[src/core/cimf_pkg.sv]
// Purpose: shared constants and carriers for the indexed mixer and format register bank
// Assumes: byte-wide host port, two direct ports (index and indexed data)
// Notes:   offsets are register indexes on the indexed data port
package cimf_pkg;

  // ************************************************************
  // direct port selects
  // ************************************************************
  localparam logic [1:0] CIMF_PORT_INDEX = 2'h0;
  localparam logic [1:0] CIMF_PORT_DATA  = 2'h1;

  // ************************************************************
  // indexed register offsets
  // ************************************************************
  localparam logic [3:0] CIMF_IX_LEFT_INPUT   = 4'h0;
  localparam logic [3:0] CIMF_IX_RIGHT_INPUT  = 4'h1;
  localparam logic [3:0] CIMF_IX_LEFT_AUX1    = 4'h2;
  localparam logic [3:0] CIMF_IX_RIGHT_AUX1   = 4'h3;
  localparam logic [3:0] CIMF_IX_LEFT_AUX2    = 4'h4;
  localparam logic [3:0] CIMF_IX_RIGHT_AUX2   = 4'h5;
  localparam logic [3:0] CIMF_IX_LEFT_OUTPUT  = 4'h6;
  localparam logic [3:0] CIMF_IX_RIGHT_OUTPUT = 4'h7;
  localparam logic [3:0] CIMF_IX_FORMAT       = 4'h8;

  // ************************************************************
  // reset values and held-bit masks
  // ************************************************************
  localparam logic [7:0] CIMF_RST_INPUT  = 8'h00;
  localparam logic [7:0] CIMF_RST_AUX    = 8'h80;
  localparam logic [7:0] CIMF_RST_OUTPUT = 8'h80;
  localparam logic [7:0] CIMF_RST_FORMAT = 8'h00;
  localparam logic [7:0] CIMF_INIT_READ  = 8'h80;
  localparam logic [7:0] CIMF_MASK_INPUT  = 8'hEF;
  localparam logic [7:0] CIMF_MASK_AUX    = 8'h9F;
  localparam logic [7:0] CIMF_MASK_OUTPUT = 8'hBF;
  localparam logic [7:0] CIMF_MASK_FORMAT = 8'h7F;

  // ************************************************************
  // field positions
  // ************************************************************
  localparam int CIMF_BIT_SRC_LO   = 6;
  localparam int CIMF_BIT_BOOST    = 5;
  localparam int CIMF_BIT_MUTE     = 7;
  localparam int CIMF_BIT_XTAL     = 0;
  localparam int CIMF_BIT_DIV_LO   = 1;
  localparam int CIMF_BIT_STEREO   = 4;
  localparam int CIMF_BIT_COMPAND  = 5;
  localparam int CIMF_BIT_FMT      = 6;
  localparam int CIMF_BIT_UNLOCK   = 6;

  // ************************************************************
  // gain steps in tenths of a dB, and divide factors
  // ************************************************************
  localparam int CIMF_IN_STEP_DB10  = 15;
  localparam int CIMF_BOOST_DB10    = 200;
  localparam int CIMF_AUX_ZERO_CODE = 8;
  localparam int CIMF_DIV_W         = 12;
  localparam logic [11:0] CIMF_DIV_TABLE [8] = '{12'd3072, 12'd1536, 12'd896, 12'd768,
                                                 12'd448, 12'd384, 12'd512, 12'd2560};

  // ************************************************************
  // enumerations and carriers
  // ************************************************************
  typedef enum logic [1:0] {CIMF_SRC_LINE, CIMF_SRC_AUX1, CIMF_SRC_MIC, CIMF_SRC_MIX}
    cimf_src_e;
  typedef enum logic [1:0] {CIMF_FMT_U8, CIMF_FMT_S16, CIMF_FMT_ULAW, CIMF_FMT_ALAW}
    cimf_fmt_e;

  typedef struct packed {
    cimf_src_e        src;
    logic             boost_on;
    logic [3:0]       gain;
    logic signed [9:0] gain_db10;
  } cimf_input_s;

  typedef struct packed {
    logic             mute;
    logic [4:0]       atten;
    logic signed [9:0] gain_db10;
  } cimf_aux_s;

  typedef struct packed {
    logic             mute;
    logic [5:0]       atten;
    logic signed [10:0] gain_db10;
  } cimf_out_s;

  typedef struct packed {
    logic             crystal_b;
    logic [2:0]       divide_sel;
    logic [11:0]      divide_factor;
    logic             stereo;
    cimf_fmt_e        fmt;
    logic             unsupported;
  } cimf_format_s;

endpackage : cimf_pkg

[src/core/cimf_regs.sv]
// Purpose: indexed registers 0 to 8 of the codec, mixer levels and sample format
// Assumes: host strobes are synchronous one-cycle pulses on core_clk
// Notes:   decoded fields drive the analog and rate logic of the device
`timescale 1ns/1ps

// Notes on behaviour
// host writes index on port 0, then reads or writes port 1
// input gain steps +1.5 dB per code, 0 to +22.5 dB
// mic boost bit adds +20 dB to that channel's mic input
// source field picks line, aux one, mic or post-mix output
// aux attenuation steps -1.5 dB, code 8 is 0 dB, code 0 is +12 dB
// aux mute bit silences that aux channel; resets set, 80h
// output attenuation steps 1.5 dB, 0 dB to -94.5 dB
// output mute bit silences that output; resets set
// host writes zero in reserved bits
// format register writes ignored unless mode change unlock is set
// crystal select picks crystal a or crystal b as rate clock
// divide field chooses one of eight factors; 4 and 5 unsupported on crystal a
// any clock on a crystal input is divided by the selected factor
// stereo alternates left and right; mono plays both, captures left
// companding bit and format bit pick one of four sample formats
// input registers reset to zero, format register to zero
// unlock bit mutes both outputs while set
// while initialising, data port ignores writes and reads 80h
// data port reads the selected register, unheld bits as zero
module cimf_regs
  import cimf_pkg::*;
(
  // clock and reset
  input  wire logic         core_clk,
  input  wire logic         rst_n,
  // host byte port
  input  wire logic [1:0]   direct_port_select,
  input  wire logic         host_wr,
  input  wire logic         host_rd,
  input  wire logic [7:0]   host_wdata,
  output logic [7:0]        host_rdata,
  // device state
  input  wire logic         init_busy,
  output logic              mode_change_unlock,
  output logic [3:0]        indirect_index_field,
  // decoded controls
  output cimf_input_s       left_input,
  output cimf_input_s       right_input,
  output cimf_aux_s         left_aux_one,
  output cimf_aux_s         right_aux_one,
  output cimf_aux_s         left_aux_two,
  output cimf_aux_s         right_aux_two,
  output cimf_out_s         left_output,
  output cimf_out_s         right_output,
  output cimf_format_s      rate_format,
  // sample rate clocking
  input  wire logic         crystal_a_input,
  input  wire logic         crystal_b_input,
  output logic              sample_tick
);

  // ************************************************************
  // state
  // ************************************************************
  typedef struct packed {
    // host side: stored index, unlock and the nine indexed bytes
    logic [3:0] index;
    logic       unlock;
    logic [7:0] in_l;
    logic [7:0] in_r;
    logic [7:0] aux1_l;
    logic [7:0] aux1_r;
    logic [7:0] aux2_l;
    logic [7:0] aux2_r;
    logic [7:0] out_l;
    logic [7:0] out_r;
    logic [7:0] fmt;
    // last read byte, held until the next read strobe
    logic [7:0] rdata;
    // crystal sync stages and the level each stage pair last agreed on
    logic [2:0] xa_sync;
    logic [2:0] xb_sync;
    logic       xa_acc;
    logic       xb_acc;
    logic [11:0] div_cnt;
    logic       tick;
  } cimf_state_s;

  cimf_state_s st_ff;
  cimf_state_s nxt_st;

  // ************************************************************
  // decode helpers
  // ************************************************************
  // input gain in tenths of a dB, boost only counts when mic is the source
  function automatic logic signed [9:0] cimf_in_gain(input logic [7:0] r);
    logic signed [9:0] g;
    g = 10'(r[3:0] * CIMF_IN_STEP_DB10);
    if (r[CIMF_BIT_BOOST] && r[7:6] == 2'(CIMF_SRC_MIC))
      g = 10'(g + CIMF_BOOST_DB10);
    return g;
  endfunction : cimf_in_gain

  // input control: source, boost and gain code, all per channel
  function automatic cimf_input_s cimf_dec_in(input logic [7:0] r);
    cimf_input_s d;
    d.src       = cimf_src_e'(r[7:6]);
    d.boost_on  = r[CIMF_BIT_BOOST];
    d.gain      = r[3:0];
    d.gain_db10 = cimf_in_gain(r);
    return d;
  endfunction : cimf_dec_in

  // aux: code 8 is unity, each code 1.5 dB quieter
  function automatic cimf_aux_s cimf_dec_aux(input logic [7:0] r);
    cimf_aux_s d;
    d.mute      = r[CIMF_BIT_MUTE];
    d.atten     = r[4:0];
    d.gain_db10 = 10'(CIMF_IN_STEP_DB10 * (CIMF_AUX_ZERO_CODE - int'(r[4:0])));
    return d;
  endfunction : cimf_dec_aux

  // output: unlock forces mute so a rate change never reaches the speakers
  function automatic cimf_out_s cimf_dec_out(input logic [7:0] r, input logic unlock);
    cimf_out_s d;
    d.mute      = r[CIMF_BIT_MUTE] | unlock;
    d.atten     = r[5:0];
    d.gain_db10 = 11'(-(CIMF_IN_STEP_DB10 * int'(r[5:0])));
    return d;
  endfunction : cimf_dec_out

  // register contents as seen on the data port
  function automatic logic [7:0] cimf_read_sel(input cimf_state_s s);
    logic [7:0] v;
    // indexes 9 to 15 are not held in this block and read as zero
    unique case (s.index)
      CIMF_IX_LEFT_INPUT:   v = s.in_l;
      CIMF_IX_RIGHT_INPUT:  v = s.in_r;
      CIMF_IX_LEFT_AUX1:    v = s.aux1_l;
      CIMF_IX_RIGHT_AUX1:   v = s.aux1_r;
      CIMF_IX_LEFT_AUX2:    v = s.aux2_l;
      CIMF_IX_RIGHT_AUX2:   v = s.aux2_r;
      CIMF_IX_LEFT_OUTPUT:  v = s.out_l;
      CIMF_IX_RIGHT_OUTPUT: v = s.out_r;
      CIMF_IX_FORMAT:       v = s.fmt;
      default:              v = 8'h00;
    endcase
    return v;
  endfunction : cimf_read_sel

  // accepted crystal level: moves only once stages two and three agree, so a
  // level caught mid-transition in stage one is never acted on
  function automatic logic cimf_sync_level(input logic [2:0] s, input logic acc);
    return (s[1] == s[2]) ? s[2] : acc;
  endfunction : cimf_sync_level

  // ************************************************************
  // next state
  // ************************************************************
  logic       wr_idx;
  logic       wr_data;
  logic [7:0] wmask;
  logic [7:0] wv;
  logic       xa_lvl;
  logic       xb_lvl;
  logic       xa_rise;
  logic       xb_rise;
  logic       rate_edge;
  logic [11:0] div_lim;

  always_comb
  begin
    nxt_st  = st_ff;
    // index writes stay open while initialising; only data writes are held off
    wr_idx  = host_wr && direct_port_select == CIMF_PORT_INDEX;
    // initialising blocks data writes so half-set state cannot leak out
    wr_data = host_wr && direct_port_select == CIMF_PORT_DATA && !init_busy;
    wmask   = 8'h00;
    wv      = host_wdata;
    // index port: low nibble picks the register, bit 6 is unlock
    if (wr_idx)
    begin
      nxt_st.index  = host_wdata[3:0];
      nxt_st.unlock = host_wdata[CIMF_BIT_UNLOCK];
    end
    // data port write into the selected register, unheld bits dropped
    if (wr_data)
    begin
      // mask of held bits for the selected register
      unique case (st_ff.index)
        CIMF_IX_LEFT_INPUT, CIMF_IX_RIGHT_INPUT: wmask = CIMF_MASK_INPUT;
        CIMF_IX_LEFT_AUX1, CIMF_IX_RIGHT_AUX1,
        CIMF_IX_LEFT_AUX2, CIMF_IX_RIGHT_AUX2:   wmask = CIMF_MASK_AUX;
        CIMF_IX_LEFT_OUTPUT, CIMF_IX_RIGHT_OUTPUT: wmask = CIMF_MASK_OUTPUT;
        CIMF_IX_FORMAT:  wmask = st_ff.unlock ? CIMF_MASK_FORMAT : 8'h00;
        default:         wmask = 8'h00;
      endcase
      // reserved bits are zero by host contract; masking keeps them zero anyway
      wv = host_wdata & wmask;
      unique case (st_ff.index)
        CIMF_IX_LEFT_INPUT:   nxt_st.in_l   = wv;
        CIMF_IX_RIGHT_INPUT:  nxt_st.in_r   = wv;
        CIMF_IX_LEFT_AUX1:    nxt_st.aux1_l = wv;
        CIMF_IX_RIGHT_AUX1:   nxt_st.aux1_r = wv;
        CIMF_IX_LEFT_AUX2:    nxt_st.aux2_l = wv;
        CIMF_IX_RIGHT_AUX2:   nxt_st.aux2_r = wv;
        CIMF_IX_LEFT_OUTPUT:  nxt_st.out_l  = wv;
        CIMF_IX_RIGHT_OUTPUT: nxt_st.out_r  = wv;
        CIMF_IX_FORMAT:       if (st_ff.unlock) nxt_st.fmt = wv;
        default:              ;
      endcase
    end
    // read data captured on the strobe, held until the next read
    // ports 2 and 3 belong to other blocks and read as zero here, or 80h while initialising
    if (host_rd)
    begin
      if (init_busy)
        nxt_st.rdata = CIMF_INIT_READ;
      else if (direct_port_select == CIMF_PORT_INDEX)
        nxt_st.rdata = {1'b0, st_ff.unlock, 2'b00, st_ff.index};
      else if (direct_port_select == CIMF_PORT_DATA)
        nxt_st.rdata = cimf_read_sel(st_ff);
      else
        nxt_st.rdata = 8'h00;
    end
    // crystal inputs: three stages, an edge counts once stages two and three agree
    nxt_st.xa_sync = {st_ff.xa_sync[1:0], crystal_a_input};
    nxt_st.xb_sync = {st_ff.xb_sync[1:0], crystal_b_input};
    xa_lvl  = cimf_sync_level(st_ff.xa_sync, st_ff.xa_acc);
    xb_lvl  = cimf_sync_level(st_ff.xb_sync, st_ff.xb_acc);
    xa_rise = xa_lvl && !st_ff.xa_acc;
    xb_rise = xb_lvl && !st_ff.xb_acc;
    nxt_st.xa_acc = xa_lvl;
    nxt_st.xb_acc = xb_lvl;
    // whatever clock arrives is simply divided, no frequency is assumed
    rate_edge = st_ff.fmt[CIMF_BIT_XTAL] ? xb_rise : xa_rise;
    // minus one: the counter runs 0 to factor-1, so a tick every factor edges
    div_lim   = CIMF_DIV_TABLE[st_ff.fmt[3:1]] - 12'd1;
    nxt_st.tick = 1'b0;
    // >= rather than ==: a smaller factor written mid-count wraps at once
    // instead of running on past 4095 and losing a whole counter lap
    if (rate_edge)
    begin
      if (st_ff.div_cnt >= div_lim)
      begin
        nxt_st.div_cnt = 12'h000;
        nxt_st.tick    = 1'b1;
      end
      else
        nxt_st.div_cnt = st_ff.div_cnt + 12'd1;
    end
  end

  // ************************************************************
  // state register
  // ************************************************************
  // reset values give muted aux and outputs, zero inputs and format
  always_ff @(posedge core_clk or negedge rst_n)
  begin
    if (!rst_n)
    begin
      // crystal stages clear too; a pin already high at release counts one edge
      st_ff        <= '0;
      st_ff.in_l   <= CIMF_RST_INPUT;
      st_ff.in_r   <= CIMF_RST_INPUT;
      st_ff.aux1_l <= CIMF_RST_AUX;
      st_ff.aux1_r <= CIMF_RST_AUX;
      st_ff.aux2_l <= CIMF_RST_AUX;
      st_ff.aux2_r <= CIMF_RST_AUX;
      st_ff.out_l  <= CIMF_RST_OUTPUT;
      st_ff.out_r  <= CIMF_RST_OUTPUT;
      st_ff.fmt    <= CIMF_RST_FORMAT;
    end
    else
      st_ff <= nxt_st;
  end

  // ************************************************************
  // outputs
  // ************************************************************
  // decoded views; all come straight from held register bits
  always_comb
  begin
    host_rdata           = st_ff.rdata;
    mode_change_unlock   = st_ff.unlock;
    indirect_index_field = st_ff.index;
    left_input           = cimf_dec_in(st_ff.in_l);
    right_input          = cimf_dec_in(st_ff.in_r);
    left_aux_one         = cimf_dec_aux(st_ff.aux1_l);
    right_aux_one        = cimf_dec_aux(st_ff.aux1_r);
    left_aux_two         = cimf_dec_aux(st_ff.aux2_l);
    right_aux_two        = cimf_dec_aux(st_ff.aux2_r);
    left_output          = cimf_dec_out(st_ff.out_l, st_ff.unlock);
    right_output         = cimf_dec_out(st_ff.out_r, st_ff.unlock);
    // format fields: rate clock, divider and sample layout for the data path
    rate_format.crystal_b     = st_ff.fmt[CIMF_BIT_XTAL];
    rate_format.divide_sel    = st_ff.fmt[3:1];
    rate_format.divide_factor = CIMF_DIV_TABLE[st_ff.fmt[3:1]];
    rate_format.stereo        = st_ff.fmt[CIMF_BIT_STEREO];
    rate_format.fmt = cimf_fmt_e'({st_ff.fmt[CIMF_BIT_COMPAND],
                                   st_ff.fmt[CIMF_BIT_FMT]});
    // codes 4 and 5 flagged on crystal a; the divider still runs
    rate_format.unsupported = !st_ff.fmt[CIMF_BIT_XTAL] &&
                              (st_ff.fmt[3:1] == 3'd4 || st_ff.fmt[3:1] == 3'd5);
    // tick straight from its flop: one core cycle wide per divided edge
    sample_tick = st_ff.tick;
  end

endmodule : cimf_regs

[config.mk]
export PLATFORM = sky130hd
export DESIGN_NAME = cimf_regs
export DESIGN_NICKNAME = d
export VERILOG_FILES = /design/src/core/cimf_pkg.sv /design/src/core/cimf_regs.sv
export SDC_FILE = /design/constraint.sdc
export NUM_CORES = 1
export LEC_CHECK = 0
export BUFFER_PORTS_ARGS = -buffer_cell sky130_fd_sc_hd__buf_2
export CAP_MARGIN = 20
export CORE_MARGIN = 2
export CORE_UTILIZATION = 55
export DETAILED_ROUTE_END_ITERATION = 6
export PLACE_DENSITY = 0.78
export SETUP_SLACK_MARGIN = 0.05
export SKIP_CTS_REPAIR_TIMING = 1
export SYNTH_ARGS = -nofsm -noshare
export SYNTH_HDL_FRONTEND = slang
export SYNTH_SLANG_ARGS = --single-unit
[constraint.sdc]
create_clock -name core_clk -period 7.2 [get_ports core_clk]
set_input_delay 0 -clock core_clk [delete_from_list [all_inputs] [get_ports core_clk]]
set_output_delay 0 -clock core_clk [all_outputs]
set_load 0.005 [all_outputs]
==> results of run 1 <==
==> layer usage <==
metal | vias to the layer above | track usage (%) | part of all wire [%] | routed length (µm)
li1 | 4216 | - | - | -
met1 | 4241 | 31.4 | 43 | 10900
met2 | 251 | 40.0 | 49 | 12300
met3 | 38 | 5.25 | 6.6 | 1680
met4 | 0 | 6.02 | 1.9 | 480
met5 | - | 0 | 0 | 0
==> layout make-up <==
class	count	area [µm²]	share of cell area (%)
clock inverters	7	70.1	0.584
multi-input cells	839	6990	58.3
flip-flops and latches	106	2660	22.2
diodes	1	2.50	0.0209
clock buffers	9	225	1.88
well taps	265	332	2.76
inverters	185	694	5.79
repair buffers	191	1020	8.49
==> flip-flops by register name (all words and copies together) (netlist names), 6 cells and up <==
register / count
rate_format: 7
left_aux_two: 6
left_aux_one: 6
st_ff: 31
left_input: 7
right_aux_two: 6
right_aux_one: 6
right_input: 7
host_rdata: 8
left_output: 6
right_output: 6
==> Yosys cell counts (3+ instances only) <==
master	number	area, µm²
or3_1	7	43.8
o31a_1	4	35.0
o211ai_1	4	30.0
xnor2_1	66	578
xor2_1	31	272
nor3b_1	5	37.5
fa_1	52	1040
ha_1	142	1780
o22ai_1	14	87.6
dfstp_2	6	158
clkbuf_1	23	86.3
and2_1	16	100
o21ai_0	81	405
o21bai_1	7	52.6
mux2_2	25	282
buf_2	4	20.0
a22oi_1	5	37.5
nor2b_1	20	125
a31oi_1	12	75.1
and4_1	3	26.3
nand2b_1	12	75.1
nand4_1	5	31.3
a221oi_1	5	43.8
nand3_1	17	85.1
nand2_1	94	353
buf_4	85	638
mux2i_1	27	270
or2_2	5	31.3
dfrtp_1	100	2500
o21a_1	5	37.5
nor3_1	14	70.1
and3_1	3	18.8
nand3b_1	5	37.5
or4_1	4	30.0
o41ai_1	6	52.6
a21o_1	13	97.6
a211oi_1	8	60.1
nor2_1	50	188
inv_1	185	694
a21oi_1	36	180
==> critical path, cell delays in order (launching register included) <==
cell and delay, ps:
dfrtp_1 490, inv_1 100, ha_1 210, inv_1 70
o21ai_0 190, xor2_1 390, inv_1 170, fa_1 570
inv_1 50, fa_1 490, inv_1 40, ha_1 320
nor2_1 110, nor2_1 40, o31a_1 110, o41ai_1 310
xnor2_1 160, buf_2 130
==> per-stage QoR <==
step	area (µm²)	power, mW	setup WS [ps]
final	12000	4.95	2870
after global routing	12000	5.51	2570
after CTS	11900	5.00	2840
after detailed placement	11600	4.49	3240
after global placement	11600	4.36	3340
after floorplan	11100	3.44	3550
==> power by group through the flow <==
stage               registers [mW]  logic [mW]  clock network, mW
global placement             0.796        3.56                  0
finish                       0.793        3.67              0.490
detailed placement           0.802        3.69                  0
floorplan                    0.743        2.70                  0
global route                 0.809        4.19              0.519
CTS                          0.791        3.71              0.499
==> how the worst max path moves through the flow <==
stage | from | end | slack [ps] | cells past startpoint
floorplan | right_aux_one[12]$_DFFE_PN0P_ | right_aux_one[9] | 3550 | 14
global placement | right_aux_one[12]$_DFFE_PN0P_ | right_aux_one[9] | 3340 | 14
detailed placement | right_aux_one[12]$_DFFE_PN0P_ | right_aux_one[9] | 3240 | 14
CTS | right_aux_one[12]$_DFFE_PN0P_ | right_aux_one[9] | 2840 | 14
global route | right_aux_one[12]$_DFFE_PN0P_ | right_aux_one[9] | 2570 | 14
finish | left_aux_two[10]$_DFFE_PN0P_ | left_aux_two[9] | 2870 | 17
==> logic make-up (layout without fill, tap and decap cells) <==
kind of cell	after synthesis	after routing
xor gates and xnor gates	97	97
and+or+nand+nor	267	267
DFF	106	106
buffers and inverters	301	392
other	1	9
muxes	54	54
adders and majority gates	196	196
AOI/OAI and AO/OA	217	217
==> cells in the final DEF (no fill, tap or decap), types with 16 or more instances in the layout <==
| cell | instances |
|---|---|
| and2_1 | 16 |
| xor2_1 | 31 |
| xnor2_1 | 66 |
| mux2_2 | 25 |
| inv_1 | 185 |
| nor2b_1 | 20 |
| nand3_1 | 17 |
| mux2i_1 | 27 |
| nor2_1 | 50 |
| o21ai_0 | 81 |
| nand2_1 | 94 |
| ha_1 | 142 |
| a21oi_1 | 36 |
| buf_2 | 175 |
| dfrtp_1 | 100 |
| fa_1 | 52 |
==> impl_metrics.csv, run 1 <==
group,metric,value,unit
worst_setup_path,r2r_cells,9,
cts,clkTransAtPathRegs,80,ps
timing,holdWs,45.7,ps
worst_setup_path,critPathMaxFanout,9,
grt,grt_pass1_vias,8381,
detailed_routing,drt_iter0_drc,408,
grt,overflow,0,
detailed_routing,vias,8746,
pwr,vdd_drop_max,254,µV
cts,cts_root_buffer,"clkbuf_16",
min_path,hold_end,"host_rdata[7]$_DFFE_PN0P_",
synth,ys_seq_elements,106,
synth,avgSynthCellArea,8.96,µm²
pwr,clock_power_share,9.9,%
floorplanning,initial_utilization,56.5,%
layout,syn2layout_area_growth,8.11,%
synth,ys_warn_count,0,
detailed_routing,drt-vias-per-instance,5.46,
synth,synth.distinct_cells,65,
cts,cts_buffers,9,
timing,min_period,4330,ps
synth,asyncSetResetFlopFracSynth,100,%
timing,fin_tns_setup,0,ps
floorplanning,die_y,146,µm
synth,synth_xor_area_share,7.66,%
pwr,p_int,2.68,mW
worst_setup_path,timing.rr.end,"st_ff[3]$_DFFE_PN0P_",
grt,track_usage,23.8,%
synth,netlist_instances,1239,
synth,synth-edff-count,0,
worst_setup_path,start_kind,"register",
detailed_routing,drc,0,
detailed_routing,drtAntennaViolNets,0,
placed_design,gp_congestion,0.895,
detailed_routing,wire_per_inst,15.9,µm
cts,clkLatencyLatePin,360,ps
timing,setup_viol_count_final,0,
layout,stdcell_count,1603,
synth,synthFlopType,"dfrtp_1",
synth,netlist_area,11100,µm²
synth,synth_top_family_by_area,"adder cells",
cts,clock_path_buffers,2,
timing,finalHoldViolCount,0,
pwr,p_per_area,413,nW/µm²
detailed_routing,drtPass1Iterations,6,
pwr,p_sw_share,45.8,%
placed_design,dp_cells,1577,
timing,grt_setup_unrepaired,"false",
floorplanning,io_pins,185,
synth,synth_fa_ha_area_share,25.6,%
min_path,hold_path_depth,3,
worst_setup_path,crit_arrival,4330,ps
timing,finClkSkew,13.3,ps
synth,yosysSeqAreaShare,24.0,%
timing,max_freq,231,MHz
layout,layout.nets,1543,
outcome,status,"finished clean",
synth,muxShareOfSynthArea,5.41,%
pwr,p_sw,2.27,mW
placed_design,place_hpwl,20000,µm
timing,finalCritPeriodShare,60.2,%
detailed_routing,wl,25400,µm
worst_setup_path,critPathCaptureType,"primary output",
pwr,pwr-share-seq,16.0,%
floorplanning,rows,51,
timing,tightest_slew,1120,ps
layout,drive_gt1_share,17.9,%
job,maxCapViolCount,0,
cts,cts_tree,"yes",
worst_setup_path,worst_ep_required_time,7200,ps
timing,max_slew_margin,25.3,%
grt,antenna_found_initial,1,
worst_setup_path,r2r-start,"rate_format[17]$_DFFE_PN0P_",
synth,synth-compound-area-share,12.2,%
layout,n_fill_cell,1738,
cts,htree_levels,3,
timing,slew_violations,0,
floorplanning,die_area,21300,µm²
layout,fin_util,61.0,%
floorplanning,die_w,146,µm
min_path,min_path_type,"in2reg",
cts,cts.sinks,106,
grt,grt_pass1_wl,41700,µm
floorplanning,fp.coreArea,19700,µm²
placed_design,port_buffers,176,
synth,yosys.area_share.simple,12.0,%
pwr,p_leak,6.36,nW
worst_setup_path,crit_type,"reg2out",
pwr,combPwrFrac,74.1,%
grt,grt_max_degree,61,
worst_setup_path,r2r_slack,3930,ps
min_path,hp-start,"init_busy",
(Power assumes the default switching activity.)
==> run 2: changes to the inputs <==
ABC_AREA = 1   (was unset)
CORE_UTILIZATION = 53   (was 55)
PLACE_DENSITY = 0.79   (was 0.78)
clock period = 3.7 ns   (was 7.2 ns; I/O delays follow)
==> run 2 against run 1 <==
Compared with the run above: the run now ends with hold timing, setup timing left; area after synthesis grew 1.0%; sequential power grew 75%; worst setup slack lost 2900 ps; power grew 11%; hold slack lost 47 ps; combinational power shrank 14%; synthesized cell count grew 18%; routed wire length grew 12%; sequential share of layout area shrank 1.9 points; critical path type unchanged; highest routed layer unchanged.
==> impl_metrics.csv, run 2 <==
group,metric,value,unit
outcome,status,"finished with violations",
outcome,violations,"hold timing, setup timing",
cts,htree_levels,3,
pwr,p_sw,2.22,mW
layout,largest_register_ffs,31,
placed_design,dpl_cell_area,11800,µm²
synth,synth_top_area_cell,"dfrtp_1",
layout,regMostFlops,"st_ff",
grt,antenna_found_initial,1,
layout,n_fill_cell,1768,
detailed_routing,drt-vias-per-instance,5.15,
placed_design,place_hpwl,21200,µm
synth,yosys.cell_count.top_type,"nand2_1",
pwr,combPwrFrac,57.1,%
pwr,p_leak,7.35,nW
floorplanning,die_y,149,µm
placed_design,port_buffers,176,
synth,synthFlopType,"dfrtp_1",
job,maxCapViolCount,0,
detailed_routing,drtAntennaViolNets,0,
timing,finalHoldViolCount,2,
layout,drive_gt1_share,24.8,%
timing,slew_violations,0,
synth,netlist_area,11200,µm²
synth,netlist_instances,1461,
detailed_routing,wl,28400,µm
timing,max_freq,265,MHz
floorplanning,fp.coreArea,20900,µm²
synth,asyncSetResetFlopFracSynth,100,%
timing,tightest_slew,694,ps
synth,yosysSeqAreaShare,23.7,%
timing,finalCritPeriodShare,102,%
synth,avgSynthCellArea,7.67,µm²
worst_setup_path,crit_chain,"buf_4, buf_4, xnor2_2, ha_1, inv_1, fa_1, inv_2, fa_1, ha_4, a21oi_2, nand2_1, nand2_1, nand2_1, a21oi_2, xnor2_1, buf_2",
cts,clkTransAtPathRegs,70,ps
synth,yosys-top-cells-count,"nand2_1 (337), inv_1 (252), ha_1 (142)",
timing,finClkSkew,5.66,ps
detailed_routing,drt_iter0_drc,653,
worst_setup_path,worst_ep_required_time,3700,ps
worst_setup_path,critPathCaptureType,"primary output",
worst_setup_path,path_common_cell,"nand2_1",
floorplanning,die_area,22300,µm²
layout,final_cell_mix,"nand2_1 (318), inv_1 (230), buf_2 (175), ha_1 (119), dfrtp_1 (90)",
cts,cts_tree,"yes",
timing,timing.final.ws_setup,-70.3,ps
timing,min_period,3770,ps
grt,grt_pass1_wl,42600,µm
cts,clock_path_buffers,2,
grt,grt_pass1_vias,8973,
worst_setup_path,crit_arrival,3770,ps
floorplanning,initial_utilization,53.7,%
timing,grt_setup_unrepaired,"true",
cts,cts_root_buffer,"clkbuf_16",
placed_design,dp_cells,1828,
detailed_routing,wire_per_inst,14.9,µm
timing,holdWs,-1.53,ps
placed_design,post-place-ws,102,ps
detailed_routing,vias,9818,
worst_setup_path,crit_type,"reg2out",
synth,synth.distinct_cells,44,
cts,cts.sinks,106,
layout,stdcell_count,1907,
worst_setup_path,cpMaxStageDelayCell,"fa_1",
cts,clkLatencyLatePin,340,ps
pwr,p_sw_share,40.3,%
worst_setup_path,slowest_delay,540,ps
timing,setup_viol_count_final,1,
synth,synth_top_area_share,22.3,%
floorplanning,die_w,149,µm
pwr,clock_power_share,17.5,%
pwr,pwr-share-seq,25.3,%
synth,synth.area.top_cells,"dfrtp_1 (22%), ha_1 (16%), nand2_1 (11%)",
timing,max_slew_margin,53.6,%
worst_setup_path,start_kind,"register",
synth,ys_warn_count,0,
cts,cts_buffers,9,
pwr,p_per_area,417,nW/µm²
grt,grt_max_degree,81,
floorplanning,io_pins,185,
detailed_routing,drtPass1Iterations,5,
layout,mostFrequentLayoutCell,"nand2_1",
pwr,p_total,5.50,mW
pwr,vdd_drop_max,309,µV
min_path,min_path_type,"in2reg",
worst_setup_path,crit_buf_inv,5,
layout,stdcell_area,13200,µm²
worst_setup_path,critPathMaxFanout,4,
synth,ys_seq_elements,106,
layout,syn2layout_area_growth,17.5,%
grt,overflow,0,
worst_setup_path,critical-path-top-delay-family,"adder cells",
layout,layout.nets,1838,
placed_design,gp_congestion,0.920,
grt,track_usage,23.6,%
floorplanning,rows,53,
detailed_routing,drc,0,
synth,synth-edff-count,0,
pwr,p_int,3.28,mW
[run 2: changes by cell type in the layout (fill, tap and decap cells not counted), moves of 29 or more]
cell | previous run | this run
o21ai_0 | 81 | 25
o21ai_1 | 0 | 47
nand2_1 | 94 | 318
xnor2_1 | 66 | 20
buf_4 | 7 | 61
nor2_1 | 50 | 83
inv_2 | 0 | 29
nand3_1 | 17 | 62
xor2_1 | 31 | 61
inv_1 | 185 | 230
[run 2: worst register-to-register path: stages (launching register included)]
cell      delay [ps]
dfrtp_1          470
nor2_1           170
inv_1             70
nor2_1           200
inv_1             70
ha_1             220
nand2_1           80
xor2_1            80
ha_1             270
nand2_1           60
nor2_1           170
nand2_1           80
nor2_1           120
nand3b_1         240
nand2_1           80
inv_1            210
nor2_1            80
[run 2: layer usage]
layer  GRT usage (%)  vias to the layer above  routed length (µm)
met5               0                        -                   0
met4            6.86                        0                 858
met3            3.54                       61                1910
met2            40.0                      345               14000
met1            31.4                     4621               11600
li1                -                     4791                   -
[run 2: cells by family after synthesis]
kind of cell / after synthesis / share of synthesized area [%]
buffers and inverters: 359 / 15.1
flip-flops: 106 / 23.7
AO/OA/AOI/OAI: 152 / 7.32
AND/OR/NAND/NOR: 559 / 21.6
XOR/XNOR: 88 / 6.88
other: 1 / 0.0335
adder cells (fa/ha/maj): 196 / 25.3
[run 2: final timing paths]
path                                                from                            to  slack (ps)  cells after the start
setup / recovery           right_aux_two[12]$_DFFE_PN0P_              right_aux_two[8]         -70                     16
hold / removal                                 init_busy     host_rdata[7]$_DFFE_PN0P_          -2                      3
setup reg to reg             rate_format[16]$_DFFE_PN0P_         st_ff[10]$_DFFE_PN0P_         930                     16
hold reg to reg                     nxt_st[16]$_DFF_PN0_          nxt_st[17]$_DFF_PN0_         350                      0
max in group asynchronous                          rst_n  right_output[12]$_DFFE_PN0P_        2720                      4
min in group asynchronous                          rst_n           st_ff[13]$_DFF_PN0_          20                      2
[run 2: area by class of cell]
cell class | count | area (µm²) | share of cell area (%)
Antenna cell | 1 | 2.50 | 0.0190
Clock buffer | 13 | 260 | 1.98
Clock inverter | 2 | 37.5 | 0.285
Inverter | 261 | 986 | 7.49
Multi-Input combinational cell | 1003 | 7420 | 56.3
Sequential cell | 106 | 2670 | 20.3
Tap cell | 275 | 344 | 2.61
Timing Repair Buffer | 246 | 1450 | 11.0
[run 2: power groups by stage]
stage	clock, mW	sequential (mW)	combinational [mW]
floorplan	0	1.36	1.87
global placement	0	1.40	2.55
detailed placement	0	1.41	2.64
CTS	0.975	1.39	2.65
global route	1.02	1.41	3.51
finish	0.963	1.39	3.14
[run 2: through the flow]
stage | TNS [ps] | util [%]
floorplan | 0 | -
global placement | 0 | 56.5
detailed placement | 0 | 56.5
CTS | -2300 | 57.9
global route | -478 | 63.0
finish | -70.3 | 63.1
==> run 3: changes to the inputs <==
ABC_AREA = unset   (was 1)
BUFFER_PORTS_ARGS = unset   (was -buffer_cell sky130_fd_sc_hd__buf_2)
CORE_UTILIZATION = 55   (was 53)
DONT_BUFFER_PORTS = 1   (was unset)
PLACE_DENSITY = 0.73   (was 0.79)
==> run 3 against run 2 <==
Compared with the run above: the run still ends with hold timing, setup timing left; global-route usage down 0.69 points; count of clock-buffer cells in the layout fell by 1; worst setup slack got worse by 86 ps; power grew 85%; hold slack worse by 34 ps; combinational power increased by 140%; die area decreased by 4.5%; via count decreased by 15%.
==> impl_metrics.csv, run 3 (synthesis results as in run 1) <==
group,metric,value,unit
outcome,status,"finished with violations",
outcome,violations,"hold timing, setup timing",
placed_design,gp_congestion,0.913,
floorplanning,initial_utilization,56.5,%
floorplanning,io_pins,185,
detailed_routing,drt_iter0_drc,539,
worst_setup_path,crit_type,"reg2out",
placed_design,port_buffers,0,
timing,holdWs,-35.2,ps
timing,grt_setup_unrepaired,"true",
cts,clock_path_buffers,2,
pwr,vdd_drop_max,540,µV
worst_setup_path,timing.rr.end,"left_aux_two[14]$_DFFE_PN0P_",
grt,overflow,0,
detailed_routing,vias,8358,
worst_setup_path,critical-path-top-delay-family,"adder cells",
layout,stdcell_area,12300,µm²
pwr,p_leak,6.04,nW
worst_setup_path,critPathMaxFanout,5,
timing,slew_violations,0,
detailed_routing,drt-vias-per-instance,5.58,
worst_setup_path,cp-startpoint,"left_aux_one[11]$_DFFE_PN0P_",
layout,drive_gt1_share,19.8,%
worst_setup_path,cpMaxStageDelayCell,"fa_1",
layout,layout.nets,1439,
pwr,p_per_area,824,nW/µm²
layout,largest_register_ffs,31,
floorplanning,die_area,21300,µm²
timing,fin_tns_setup,-360,ps
placed_design,dpl_cell_area,11000,µm²
worst_setup_path,start_kind,"register",
layout,syn2layout_area_growth,11.3,%
cts,htree_levels,3,
timing,finClkSkew,8.40,ps
worst_setup_path,r2r-start,"indirect_index_field[1]$_DFFE_PN0P_",
floorplanning,die_y,146,µm
layout,stdcell_count,1499,
grt,grt_pass1_wl,39800,µm
timing,min_period,3860,ps
placed_design,place_hpwl,19200,µm
worst_setup_path,r2r_cells,4,
floorplanning,rows,51,
grt,track_usage,22.9,%
worst_setup_path,worst_ep_required_time,3700,ps
layout,mostFrequentLayoutCell,"inv_1",
timing,max_slew_margin,34.7,%
detailed_routing,wl,26200,µm
cts,clkTransAtPathRegs,70,ps
layout,regMostFlops,"st_ff",
worst_setup_path,cp.depth,13,
detailed_routing,drc,0,
cts,cts_buffers,9,
worst_setup_path,crit_buf_inv,3,
grt,grt_pass1_vias,7822,
grt,grt_max_degree,107,
grt,antenna_found_initial,1,
min_path,min_path_type,"in2reg",
worst_setup_path,crit_arrival,3860,ps
timing,setup_viol_count_final,3,
layout,n_fill_cell,1653,
worst_setup_path,critPathCaptureType,"primary output",
placed_design,dp_cells,1439,
cts,cts_root_buffer,"clkbuf_16",
worst_setup_path,crit_chain,"nor3_4, xnor2_2, inv_1, ha_4, fa_1, inv_2, fa_1, inv_2, ha_4, o21ai_2, nor2_2, o41ai_2, xnor2_1",
detailed_routing,drtAntennaViolNets,0,
floorplanning,die_w,146,µm
timing,finalHoldViolCount,5,
layout,final_cell_mix,"inv_1 (155), ha_1 (121), nand2_1 (94), dfrtp_1 (93), o21ai_0 (74)",
floorplanning,fp.coreArea,19700,µm²
worst_setup_path,slowest_delay,540,ps
worst_setup_path,critPathCapture,"left_aux_one[9]",
pwr,p_total,10.2,mW
detailed_routing,wire_per_inst,17.5,µm
worst_setup_path,r2r_slack,1030,ps
cts,clkLatencyLatePin,350,ps
detailed_routing,drtPass1Iterations,5,
cts,cts_tree,"yes",
job,maxCapViolCount,0,
timing,max_freq,259,MHz
timing,tightest_slew,978,ps
timing,finalCritPeriodShare,104,%
timing,timing.final.ws_setup,-156,ps
cts,cts.sinks,106,
[run 3: cell count changes in the layout (fill, tap and decap cells not counted), sizes merged, moves of 20 or more]
| cell | delta |
|---|---|
| nand2 | -255 |
| nor2 | -51 |
| xor2 | -33 |
| xnor2 | +42 |
| buf | -161 |
| nor2b | +20 |
| nand3 | -50 |
| mux2i | +27 |
| inv | -74 |
| mux2 | +25 |
[run 3: metal layers]
| metal | vias up | GRT usage (%) | wire length, µm | part of all wire (%) |
|---|---|---|---|---|
| li1 | 4004 | - | - | - |
| met1 | 4088 | 29.8 | 11000 | 42 |
| met2 | 237 | 38.6 | 12800 | 49 |
| met3 | 29 | 6.09 | 2100 | 8.0 |
| met4 | 0 | 4.95 | 389 | 1.5 |
| met5 | - | 0 | 0 | 0 |
[run 3: per-stage QoR]
step           util (%)  worst slack, ps
6_report           62.8             -156
5_1_grt            62.8             -291
4_1_cts            57.6             -320
3_5_place_dp       56.0             68.3
3_3_place_gp       56.0              215
2_1_floorplan         -             54.1
[run 3: worst reg2reg max path, cell delays in order (launching register included)]
cell	delay [ps]
dfrtp_1	710
or3_1	700
o21ai_2	400
o311a_1	550
mux2_2	250
[run 3: how the worst min path moves through the flow]
stage | end | cells past startpoint | startpoint
floorplan | host_rdata[0]$_DFFE_PN0P_ | 0 | rst_n
global placement | nxt_st[20]$_DFF_PN0_ | 0 | rst_n
detailed placement | nxt_st[20]$_DFF_PN0_ | 0 | rst_n
CTS | left_aux_two[13]$_DFFE_PN0P_ | 0 | rst_n
global route | host_rdata[6]$_DFFE_PN0P_ | 3 | direct_port_select[1]
finish | indirect_index_field[3]$_DFFE_PN0P_ | 2 | direct_port_select[1]
[run 3: cell type report]
type | count | area, µm² | share of cell area [%]
Clock inverter | 4 | 58.8 | 0.476
Sequential cell | 106 | 2670 | 21.6
Tap cell | 265 | 332 | 2.69
Clock buffer | 12 | 256 | 2.08
Antenna cell | 1 | 2.50 | 0.0203
Inverter | 185 | 699 | 5.67
Multi-Input combinational cell | 839 | 7610 | 61.6
Timing Repair Buffer | 87 | 717 | 5.81
[run 3: report_power, final]
part | total (mW) | switching [mW] | internal [mW]
logic | 7.65 | 4.03 | 3.62
clock network | 1.00 | 0.433 | 0.569
registers | 1.52 | 0.228 | 1.29
total | 10.2 | 4.69 | 5.49
